`config.mk`:
```
export PLATFORM = sky130hd
export DESIGN_NAME = pcw_top
export DESIGN_NICKNAME = d
export VERILOG_FILES = /design/src/design/pcw_pkg.sv /design/src/design/pcw_top.sv
export VERILOG_INCLUDE_DIRS = /design/src /design/src/design
export SDC_FILE = /design/constraint.sdc
export NUM_CORES = 1
export LEC_CHECK = 0
export BUFFER_PORTS_ARGS = -buffer_cell sky130_fd_sc_hd__buf_2
export CORE_ASPECT_RATIO = 1.25
export CORE_MARGIN = 2
export CORE_UTILIZATION = 60
export CTS_CLUSTER_SIZE = 25
export DETAILED_ROUTE_END_ITERATION = 16
export PLACE_DENSITY = 0.82
export SYNTH_ARGS = -nofsm -noshare
export SYNTH_HDL_FRONTEND = slang
export SYNTH_SLANG_ARGS = --single-unit
```
`constraint.sdc`:
```
create_clock -name core_clk -period 3.9 [get_ports core_clk]
set_input_delay 0.195 -clock core_clk [delete_from_list [all_inputs] [get_ports core_clk]]
set_output_delay 0.195 -clock core_clk [all_outputs]
set_load 0.005 [all_outputs]
```
`src/design/pcw_defines.svh`:
```
// constants of the clock-config pwm and mcu window register block
//
// Operation
// - bit 0 enables channel pwm generation
// - period length field bits 12:1, 10ns units; counted here in 100 ns clock cycles
// - high time field bits 24:13, 10ns units; counted here in 100 ns clock cycles
// - bit 25 lets channel drive its pin
// - channel four/five/six controls at 0x4C/0x50/0x54
// - window address bits 17:16 choose mcu memory
// - window address bits 15:0 are byte address
// - data write stores four bytes to memory; here only the bytes set in pstrb
// - data read fetches four bytes from memory
// - three scratch registers, reset zero, no effect
// - reserved fields are storage with documented resets
`ifndef PCW_DEFINES_SVH
`define PCW_DEFINES_SVH

// printed offsets are register indices; byte address is four times the index
`define PCW_IDX_PWM4          8'h4c
`define PCW_IDX_PWM5          8'h50
`define PCW_IDX_PWM6          8'h54
`define PCW_IDX_MEM_SPEED     8'h58
`define PCW_IDX_IOC_DELAY     8'h5c
`define PCW_IDX_WIN_ADDR      8'h60
`define PCW_IDX_WIN_DATA      8'h64
`define PCW_IDX_BIU_STOP      8'h68
`define PCW_IDX_PLL_REG       8'h6c
`define PCW_IDX_CPLL3         8'h70
`define PCW_IDX_GC_CLK        8'h74
`define PCW_IDX_SCRATCH1      8'h78
`define PCW_IDX_SCRATCH2      8'h7c
`define PCW_IDX_DATA_DLL      8'h80
`define PCW_IDX_SCRATCH       8'h84
`define PCW_IDX_ACMD_DLL_A    8'h88
`define PCW_IDX_ACMD_DLL_B    8'h89

// pwm control field positions
`define PCW_PWM_EN_BIT        0
`define PCW_PWM_PER_LSB       1
`define PCW_PWM_PER_MSB       12
`define PCW_PWM_HIGH_LSB      13
`define PCW_PWM_HIGH_MSB      24
`define PCW_PWM_OE_BIT        25
`define PCW_PWM_MASK          32'h03ffffff

// window address layout
`define PCW_WIN_SPACE_MSB     17
`define PCW_WIN_SPACE_LSB     16
`define PCW_WIN_BYTE_MSB      15
`define PCW_WIN_ADDR_MASK     32'h0003ffff
`define PCW_SPACE_DATA        2'b00
`define PCW_SPACE_INSTR       2'b01
`define PCW_SPACE_UNDEF       2'b10
`define PCW_SPACE_CONFIG      2'b11

// writable masks and reset values of storage registers
`define PCW_MEM_SPEED_MASK    32'h00000007
`define PCW_IOC_DELAY_MASK    32'h000003ff
`define PCW_IOC_DELAY_RST     32'h00000042
`define PCW_BIU_STOP_MASK     32'h0003ffff
`define PCW_BIU_STOP_RST      32'h0003109f
`define PCW_PLL_REG_MASK      32'h000000f3
`define PCW_PLL_REG_RST       32'h00000080
`define PCW_CPLL3_RST         32'h02000001
`define PCW_GC_CLK_MASK       32'h00000001
`define PCW_BYTE_MASK         32'h000000ff
`define PCW_FULL_MASK         32'hffffffff

// timing: one pwm unit is 10 ns, clock period 100 ns, least time rounds up
`define PCW_PWM_UNIT_NS       10
`define PCW_CLK_PERIOD_NS     100
`define PCW_TICK_CYCLES  ((`PCW_PWM_UNIT_NS + `PCW_CLK_PERIOD_NS - 1) / `PCW_CLK_PERIOD_NS)

`endif

```
`src/design/pcw_pkg.sv`:
```
// types shared by the clock-config pwm and mcu window block
package pcw_pkg;

	typedef enum logic [1:0] {
		PCW_BUS_IDLE     = 2'b00,
		PCW_BUS_MEM_WAIT = 2'b01,
		PCW_BUS_DONE     = 2'b10
	} pcw_bus_state_t;

	typedef logic [1:0] pcw_space_t;

endpackage

```
`src/design/pcw_top.sv`:
```
// clock-config register bank: pwm channels four to six and mcu memory window
//
// Register access over APB was chosen for this implementation.
`timescale 1ns/10ps
`include "pcw_defines.svh"

module pcw_top #(
	parameter int ADDR_W      = 12,
	parameter int TICK_CYCLES = `PCW_TICK_CYCLES
) (
	input  wire logic                core_clk,
	input  wire logic                reset,
	input  wire logic                psel,
	input  wire logic                penable,
	input  wire logic                pwrite,
	input  wire logic [ADDR_W-1:0]   paddr,
	input  wire logic [31:0]         pwdata,
	input  wire logic [3:0]          pstrb,
	output logic [31:0]              prdata,
	output logic                     pready,
	output logic                     pslverr,
	output logic                     mcuMemReq,
	output logic                     mcuMemWrite,
	output pcw_pkg::pcw_space_t      mcuMemSpace,
	output logic [15:0]              mcuMemAddr,
	output logic [31:0]              mcuMemWdata,
	output logic [3:0]               mcuMemByteEn,
	input  wire logic                mcuMemAck,
	input  wire logic [31:0]         mcuMemRdata,
	output logic [2:0]               pwmPinOut,
	output logic [2:0]               pwmPinOe
);
	import pcw_pkg::*;

	////////////////////////////////////////////////////////////////////////////////
	// helpers

	// merge write data into a register under byte strobes and a writable mask
	function automatic logic [31:0] mergeBytes(
		input logic [31:0] old,
		input logic [31:0] wdata,
		input logic [3:0]  strb,
		input logic [31:0] mask
	);
		logic [31:0] res;
		res = old;
		for (int b = 0; b < 4; b++) begin
			if (strb[b]) begin
				res[8*b +: 8] = wdata[8*b +: 8];
			end
		end
		return res & mask;
	endfunction

	// register index of an aligned word address, or a value no register uses
	function automatic logic [8:0] wordIndex(input logic [ADDR_W-1:0] addr);
		logic [8:0] idx;
		idx = 9'h100;
		if (addr[1:0] == 2'b00 && addr[ADDR_W-1:10] == '0) begin
			idx = {1'b0, addr[9:2]};
		end
		return idx;
	endfunction

	// true when the access index names the register at this printed index
	function automatic logic hitsIndex(input logic [8:0] acc, input logic [7:0] idx);
		return acc == {1'b0, idx};
	endfunction

	////////////////////////////////////////////////////////////////////////////////
	// register storage

	logic [31:0]    pwmCtrl [3];
	logic [31:0]    memSpeed;
	logic [31:0]    iocDelay;
	logic [31:0]    winAddr;
	logic [31:0]    biuStop;
	logic [31:0]    pllReg;
	logic [31:0]    cpll3;
	logic [31:0]    gcClk;
	logic [31:0]    scratch1;
	logic [31:0]    scratch2;
	logic [31:0]    dataDll;
	logic [31:0]    scratch0;
	logic [31:0]    acmdDllA;
	logic [31:0]    acmdDllB;

	pcw_bus_state_t busState;
	logic [8:0]     accIdx;
	logic           accessPending;
	logic           wrCommit;
	logic           regMapped;
	logic [31:0]    readMux;
	pcw_space_t     winSpace;

	assign accIdx        = wordIndex(paddr);
	assign accessPending = psel && penable && !pready;
	// the write lands at the edge where the master sees pready high
	assign wrCommit      = psel && penable && pready && pwrite;
	assign winSpace      = winAddr[`PCW_WIN_SPACE_MSB:`PCW_WIN_SPACE_LSB];

	// pwm controls share one layout, so one loop writes all three
	for (genvar ch = 0; ch < 3; ch++) begin : g_pwm_reg
		localparam logic [8:0] CH_IDX = {1'b0, `PCW_IDX_PWM4} + 9'(4 * ch);
		always_ff @(posedge core_clk) begin
			if (reset) begin
				pwmCtrl[ch] <= 32'h00000000;
			end else if (wrCommit && accIdx == CH_IDX) begin
				pwmCtrl[ch] <= mergeBytes(pwmCtrl[ch], pwdata, pstrb, `PCW_PWM_MASK);
			end
		end
	end

	// storage-only registers load their reset values on reset, take writes and steer nothing
	always_ff @(posedge core_clk) begin
		if (reset) begin
			memSpeed <= 32'h00000000;
			iocDelay <= `PCW_IOC_DELAY_RST;
			biuStop  <= `PCW_BIU_STOP_RST;
			pllReg   <= `PCW_PLL_REG_RST;
			cpll3    <= `PCW_CPLL3_RST;
			gcClk    <= 32'h00000000;
			dataDll  <= 32'h00000000;
			acmdDllA <= 32'h00000000;
			acmdDllB <= 32'h00000000;
		end else if (wrCommit) begin
			case (accIdx)
				{1'b0, `PCW_IDX_MEM_SPEED}: begin
					memSpeed <= mergeBytes(memSpeed, pwdata, pstrb, `PCW_MEM_SPEED_MASK);
				end
				{1'b0, `PCW_IDX_IOC_DELAY}: begin
					iocDelay <= mergeBytes(iocDelay, pwdata, pstrb, `PCW_IOC_DELAY_MASK);
				end
				{1'b0, `PCW_IDX_BIU_STOP}: begin
					biuStop <= mergeBytes(biuStop, pwdata, pstrb, `PCW_BIU_STOP_MASK);
				end
				{1'b0, `PCW_IDX_PLL_REG}: begin
					pllReg <= mergeBytes(pllReg, pwdata, pstrb, `PCW_PLL_REG_MASK);
				end
				{1'b0, `PCW_IDX_CPLL3}: begin
					cpll3 <= mergeBytes(cpll3, pwdata, pstrb, `PCW_FULL_MASK);
				end
				{1'b0, `PCW_IDX_GC_CLK}: begin
					// power state and stop request bits stay zero
					gcClk <= mergeBytes(gcClk, pwdata, pstrb, `PCW_GC_CLK_MASK);
				end
				{1'b0, `PCW_IDX_DATA_DLL}: begin
					dataDll <= mergeBytes(dataDll, pwdata, pstrb, `PCW_FULL_MASK);
				end
				{1'b0, `PCW_IDX_ACMD_DLL_A}: begin
					acmdDllA <= mergeBytes(acmdDllA, pwdata, pstrb, `PCW_BYTE_MASK);
				end
				{1'b0, `PCW_IDX_ACMD_DLL_B}: begin
					acmdDllB <= mergeBytes(acmdDllB, pwdata, pstrb, `PCW_BYTE_MASK);
				end
				default: begin
				end
			endcase
		end
	end

	always_ff @(posedge core_clk) begin
		if (reset) begin
			scratch1 <= 32'h00000000;
			scratch2 <= 32'h00000000;
			scratch0 <= 32'h00000000;
		end else if (wrCommit) begin
			case (accIdx)
				{1'b0, `PCW_IDX_SCRATCH1}: begin
					scratch1 <= mergeBytes(scratch1, pwdata, pstrb, `PCW_FULL_MASK);
				end
				{1'b0, `PCW_IDX_SCRATCH2}: begin
					scratch2 <= mergeBytes(scratch2, pwdata, pstrb, `PCW_FULL_MASK);
				end
				{1'b0, `PCW_IDX_SCRATCH}: begin
					scratch0 <= mergeBytes(scratch0, pwdata, pstrb, `PCW_FULL_MASK);
				end
				default: begin
				end
			endcase
		end
	end

	// spare bits 31:18 of the window address read back as zero
	always_ff @(posedge core_clk) begin
		if (reset) begin
			winAddr <= 32'h00000000;
		end else if (wrCommit && hitsIndex(accIdx, `PCW_IDX_WIN_ADDR)) begin
			winAddr <= mergeBytes(winAddr, pwdata, pstrb, `PCW_WIN_ADDR_MASK);
		end
	end

	////////////////////////////////////////////////////////////////////////////////
	// read decode

	always_comb begin
		readMux   = 32'h00000000;
		regMapped = 1'b1;
		case (accIdx)
			{1'b0, `PCW_IDX_PWM4}:       readMux = pwmCtrl[0];
			{1'b0, `PCW_IDX_PWM5}:       readMux = pwmCtrl[1];
			{1'b0, `PCW_IDX_PWM6}:       readMux = pwmCtrl[2];
			{1'b0, `PCW_IDX_MEM_SPEED}:  readMux = memSpeed;
			{1'b0, `PCW_IDX_IOC_DELAY}:  readMux = iocDelay;
			{1'b0, `PCW_IDX_WIN_ADDR}:   readMux = winAddr;
			{1'b0, `PCW_IDX_WIN_DATA}:   readMux = 32'h00000000;
			{1'b0, `PCW_IDX_BIU_STOP}:   readMux = biuStop;
			{1'b0, `PCW_IDX_PLL_REG}:    readMux = pllReg;
			{1'b0, `PCW_IDX_CPLL3}:      readMux = cpll3;
			{1'b0, `PCW_IDX_GC_CLK}:     readMux = gcClk;
			{1'b0, `PCW_IDX_SCRATCH1}:   readMux = scratch1;
			{1'b0, `PCW_IDX_SCRATCH2}:   readMux = scratch2;
			{1'b0, `PCW_IDX_DATA_DLL}:   readMux = dataDll;
			{1'b0, `PCW_IDX_SCRATCH}:    readMux = scratch0;
			{1'b0, `PCW_IDX_ACMD_DLL_A}: readMux = acmdDllA;
			{1'b0, `PCW_IDX_ACMD_DLL_B}: readMux = acmdDllB;
			default:                     regMapped = 1'b0;
		endcase
	end

	////////////////////////////////////////////////////////////////////////////////
	// apb answer and mcu memory window

	// the window data access stalls pready until the memory acknowledges;
	// the undefined space 2'b10 is refused without touching memory
	logic winDataHit;
	logic memAccess;
	logic regAnswer;
	logic memStart;
	logic memAnswer;

	assign winDataHit = hitsIndex(accIdx, `PCW_IDX_WIN_DATA);
	assign memAccess  = winDataHit && winSpace != `PCW_SPACE_UNDEF;
	assign regAnswer  = busState == PCW_BUS_IDLE && accessPending && !memAccess;
	assign memStart   = busState == PCW_BUS_IDLE && accessPending && memAccess;
	assign memAnswer  = busState == PCW_BUS_MEM_WAIT && mcuMemAck;

	always_ff @(posedge core_clk) begin
		if (reset) begin
			busState <= PCW_BUS_IDLE;
		end else begin
			case (busState)
				PCW_BUS_IDLE: begin
					if (memStart) begin
						busState <= PCW_BUS_MEM_WAIT;
					end else if (regAnswer) begin
						busState <= PCW_BUS_DONE;
					end
				end
				PCW_BUS_MEM_WAIT: begin
					if (mcuMemAck) begin
						busState <= PCW_BUS_DONE;
					end
				end
				PCW_BUS_DONE: begin
					busState <= PCW_BUS_IDLE;
				end
				default: begin
					busState <= PCW_BUS_IDLE;
				end
			endcase
		end
	end

	// pready and pslverr stand for exactly one cycle, so the master never
	// sees a stale answer at the start of its next transfer
	always_ff @(posedge core_clk) begin
		if (reset) begin
			pready  <= 1'b0;
			pslverr <= 1'b0;
		end else if (regAnswer) begin
			pready  <= 1'b1;
			pslverr <= !regMapped || winDataHit;
		end else begin
			pready  <= memAnswer;
			pslverr <= 1'b0;
		end
	end

	// read data is zero outside the answer cycle
	always_ff @(posedge core_clk) begin
		if (reset) begin
			prdata <= 32'h00000000;
		end else if (regAnswer && !pwrite) begin
			prdata <= readMux;
		end else if (memAnswer && !mcuMemWrite) begin
			prdata <= mcuMemRdata;
		end else begin
			prdata <= 32'h00000000;
		end
	end

	// request fields stand from the request until the acknowledge edge
	always_ff @(posedge core_clk) begin
		if (reset) begin
			mcuMemReq    <= 1'b0;
			mcuMemWrite  <= 1'b0;
			mcuMemSpace  <= `PCW_SPACE_DATA;
			mcuMemAddr   <= 16'h0000;
			mcuMemWdata  <= 32'h00000000;
			mcuMemByteEn <= 4'h0;
		end else if (memStart) begin
			mcuMemReq    <= 1'b1;
			mcuMemWrite  <= pwrite;
			mcuMemSpace  <= winSpace;
			mcuMemAddr   <= winAddr[`PCW_WIN_BYTE_MSB:0];
			mcuMemWdata  <= pwdata;
			mcuMemByteEn <= pwrite ? pstrb : 4'hf;
		end else if (memAnswer || busState != PCW_BUS_MEM_WAIT) begin
			mcuMemReq <= 1'b0;
		end
	end

	////////////////////////////////////////////////////////////////////////////////
	// pwm generation

	// one tick per 10 ns unit; the unit is shorter than the clock so it
	// stretches to the minimum of one cycle, which slows the pwm by the ratio
	logic [7:0] tickCnt;
	logic       tickPulse;

	assign tickPulse = (tickCnt == 8'(TICK_CYCLES - 1));

	always_ff @(posedge core_clk) begin
		if (reset) begin
			tickCnt <= 8'h00;
		end else if (tickPulse) begin
			tickCnt <= 8'h00;
		end else begin
			tickCnt <= tickCnt + 8'h01;
		end
	end

	for (genvar ch = 0; ch < 3; ch++) begin : g_pwm
		logic [11:0] phase;
		logic [11:0] period;
		logic [11:0] highTime;
		logic        chanEn;
		logic [12:0] next_phase;

		assign chanEn     = pwmCtrl[ch][`PCW_PWM_EN_BIT];
		assign period     = pwmCtrl[ch][`PCW_PWM_PER_MSB:`PCW_PWM_PER_LSB];
		assign highTime   = pwmCtrl[ch][`PCW_PWM_HIGH_MSB:`PCW_PWM_HIGH_LSB];
		assign next_phase = {1'b0, phase} + 13'h0001;

		// a shortened period restarts the phase at once instead of wrapping
		always_ff @(posedge core_clk) begin
			if (reset) begin
				phase <= 12'h000;
			end else if (!chanEn) begin
				phase <= 12'h000;
			end else if (tickPulse) begin
				if (next_phase >= {1'b0, period}) begin
					phase <= 12'h000;
				end else begin
					phase <= next_phase[11:0];
				end
			end
		end

		always_ff @(posedge core_clk) begin
			if (reset) begin
				pwmPinOut[ch] <= 1'b0;
			end else begin
				pwmPinOut[ch] <= chanEn && period != 12'h000 && phase < highTime;
			end
		end

		// the enable follows bit 25 alone, so a disabled channel can still
		// hold its pin driven low
		always_ff @(posedge core_clk) begin
			if (reset) begin
				pwmPinOe[ch] <= 1'b0;
			end else begin
				pwmPinOe[ch] <= pwmCtrl[ch][`PCW_PWM_OE_BIT];
			end
		end
	end

endmodule

```
==> metrics.md <==
| Metric | Value |
|---|---|
| Worst endpoint required time | around 4400 ps |
| Global Route Usage Sum | 40.28% |
| Syn Std Cell Area | between 20000 and 25000 um^2 |
| Global placement routability congestion | between 1 and 1.5 |
| Leak | 9.347 nW |
| CTS tree | yes |
| Post-Synthesis Cells | between 2000 and 2500 |
| Asr flop ratio synth | 0% |
| Reg2reg start | g_pwm[0].phase[0] |
| Peak supply drop | ~350 uV |
| Final design utilization | between 70 and 80% |
| Layout area overhead | 16.33% |
| Via density | 6.495 |
| Port bufs | between 150 and 200 |
| Power after layout | between 9 and 10 mW |
| Hold Path Depth | 2 |
| Fillcell total | around 2700 |
| Ys Warns | 0 |
| Crit Path Max Fanout | 8 |
| Startpoint Class | flop |
| Gr ovfl total | 0 |
| Final HPWL DP | 52480 um |
| I/O pin cnt | approximately 180 |
| Global-route wire length before repair | approximately 110000 um |
| Fmax achieved | roughly 300 MHz |
| Placement Setup Slack | roughly 500 ps |
| Final setup violation count | 0 |
| Syn_nets | roughly 2600 |
| Critical path type | reg -> reg |
| Min Hold Slack | 0.9512 ps |
| CP Data Arrival Time | approximately 3800 ps |
| Max clock buf depth | 3 |
| Finished Layout Cells | 3158 |
| Initial DRC count | slightly below 3000 |
| Unique masters post-synth | 76 |
| Post-synth EDFFs | a little under 80 |
| Setup crit end kind | flop |
| Vias in the first global route | just under 20000 |
| Setup Fix Bufs, Post-CTS | 0 |
| Final clock period utilization by the worst path | a little over four fifths |
| Min-delay src | reset |
| Hold Crit Endpoint | tickCnt[3] |
| CTS Buf Count | between 40 and 50 |
| Main synth FF type | dfxtp_1 |
| Worst Tran Pin Value | ~1400 ps |
| Fraction of the yosys area taken by sequential cells | a little under half |
| RSZ-0062 raised after global routing | false |
| Placed Cells | roughly 3000 |
| Largest net degree at the start of global routing | 76 |
| Max-cap violation count | 0 |
| # DRC | 0 |
| Reg clk slew, reported paths | about 70 ps |
| Die W | 171.9 um |
| DRT Pass-1 Iters | 10 |
| R2r endpoint | g_pwm[0].phase[4] |
| Avg Synthesized Cell Area | 8.554 um^2 |
| Clock root buffer | clkbuf_16 |
| Worst R2R Setup Slack | just over 600 ps |
| Core ar. | between 30000 and 40000 um^2 |
| Final WS setup | slightly above 600 ps |
| Drt wl/cell | about 24 um |
| Cell Rows | between 70 and 80 |
| Clock Latency Late Sink | roughly 570 ps |
| Length in cells of the worst reg-to-reg path | 12 |
| Die Y | between 200 and 250 um |
| Fin. Hold Viols | 0 |
| Worst Skew | about 22 ps |
| Worst rel slew slack | between 5 and 6% |
| Worst hold path type | in -> reg |
| Fin crit period | 3286 ps |
| Layout Nets | approximately 2800 |
| Share of layout cells above drive strength 1 | 12.72% |
| Final Max Slew Viols | 0 |
| #FFs+latches synth | roughly 450 |
| Initial antenna violation count | 1 |
| Pwr dens | 403.2 nW/um^2 |
| CTS HTree Levels | 2 |
| DRT Wirelength | roughly 75000 um |
| Initial core utilization | between 60 and 70% |
| Status | completed |
| Finished layout cell area | roughly 25000 um^2 |
| Via count | 20511 |
| Total Die Area | between 30000 and 40000 um^2 |
| Area after DPL | approximately 23000 um^2 |
| Number of routed nets with antenna violations | 0 |
| TritonCTS sink count | around 450 |
| Total Neg Setup Slack | 0 ps |
[routing by layer]
layer | track usage, % | vias up | part of all wire (%) | wire length [um]
li1 | - | 9063 | - | -
met1 | 53.07 | 9611 | 37 | 27520
met2 | 62.68 | 1518 | 44 | 33200
met3 | 8.435 | 319 | 13 | 9615
met4 | 20.83 | 0 | 6.1 | 4558
met5 | 0 | - | 0 | 0
[logic make-up (layout without fill, tap and decap cells)]
group	count (synthesis)	count (layout)	share of synthesized area, %
AOI/OAI and AO/OA	627	627	18.91
xor gates and xnor gates	29	29	1.201
adders and majority gates	74	74	4.379
buffers and inverters	232	449	4.284
DFF	452	452	46.49
muxes	69	69	3.272
other	0	1	0
and+or+nand+nor	989	989	21.47
[cells in the final DEF, fill, tap and decap left out, types with 52 or more instances in the layout]
cell type and n:
nor2_1 129, a22oi_1 74, dfxtp_1 374, buf_2 180
nand3_1 57, and2_1 86, nand2_1 549, inv_1 80
dlygate4sd3_1 52, edfxtp_1 78, buf_4 55, ha_1 74
a21oi_1 293, mux2i_1 68, o21ai_0 57
[power by group]
group	switching (mW)	total, mW	leakage (nW)	internal (mW)
Clock	1.93	4.61	0.760	2.68
Sequential	0.0456	4.82	3.83	4.77
Combinational	0.338	0.491	4.76	0.153
[sequential cells by signal (all words and copies together), names as in the netlist, 8 cells and up]
register	flops
scratch2	32
acmdDllB	8
mcuMemAddr	16
mcuMemWdata	32
acmdDllA	8
cpll3	32
winAddr	18
prdata	32
scratch1	32
pwmCtrl	78
dataDll	32
tickCnt	8
biuStop	18
g_pwm.phase	36
iocDelay	10
scratch0	32
[cells in the mapped netlist, drive strengths merged, types with 3 or more instances]
master | n | area share (%)
a211oi | 15 | 0.53
nand3b | 13 | 0.46
and4 | 3 | 0.12
dfxtp | 374 | 35
and2 | 86 | 2.5
a221o | 4 | 0.19
nor4 | 21 | 0.75
and3 | 15 | 0.44
a32oi | 12 | 0.50
xor2 | 12 | 0.50
mux2i | 68 | 3.2
o21ai | 57 | 1.3
a2111oi | 4 | 0.25
edfxtp | 78 | 11
nor2b | 18 | 0.53
nor2 | 131 | 2.4
o32ai | 3 | 0.12
or4 | 4 | 0.16
clkbuf | 125 | 2.2
o21a | 3 | 0.11
nor3 | 31 | 0.83
a32o | 3 | 0.14
a22o | 26 | 1.1
xnor2 | 17 | 0.70
nor3b | 4 | 0.17
a21o | 42 | 1.5
a311oi | 12 | 0.53
or3 | 5 | 0.15
a22oi | 74 | 2.6
nand2b | 20 | 0.59
nand2 | 549 | 9.7
a221oi | 17 | 0.70
o211ai | 7 | 0.25
a222oi | 12 | 0.57
a21oi | 296 | 7.1
o22ai | 22 | 0.65
nand4 | 11 | 0.33
ha | 74 | 4.4
inv | 80 | 1.4
buf | 27 | 0.64
or2 | 8 | 0.24
or4b | 3 | 0.14
nand3 | 57 | 1.3
a211o | 4 | 0.17
[worst max-delay path by stage]
stage / startpoint / end / slack (ps) / depth (start not counted)
CTS: g_pwm[0].phase[0] / g_pwm[0].phase[4] / 640 / 12
finish: g_pwm[0].phase[0] / g_pwm[0].phase[4] / 610 / 12
global placement: paddr[7] / prdata[13] / 590 / 8
detailed placement: paddr[7] / prdata[13] / 500 / 8
floorplan: g_pwm[0].phase[2] / g_pwm[0].phase[10] / 1080 / 12
global route: g_pwm[0].phase[0] / g_pwm[0].phase[1] / 320 / 12
[repair_timing]
item,CTS,global route
resized for setup,0,0
endpoints found under the hold margin,125,0
hold buffers,52,0
[critical path, stage by stage (launching register included)]
cell and delay, ps:
dfxtp_1 450, ha_1 310, nand2_1 150, nor2_1 240, and3_1 210, xor2_1 210, ha_1 280, a21o_1 160
a2111oi_0 400, o211ai_1 140, a21o_1 260, inv_1 260, a22o_1 180
[layout make-up]
| cell class | count | area, um^2 | area share (%) |
|---|---|---|---|
| flip-flops and latches | 452 | 9829 | 39.96 |
| diodes | 1 | 2.502 | 0.01017 |
| repair buffers | 289 | 1869 | 7.599 |
| inverters | 80 | 300.3 | 1.221 |
| multi-input cells | 1788 | 10460 | 42.50 |
| well taps | 468 | 585.6 | 2.380 |
| clock inverters | 25 | 311.5 | 1.267 |
| clock buffers | 55 | 1245 | 5.061 |
No activity file was read; power rests on OpenSTA's default activity.
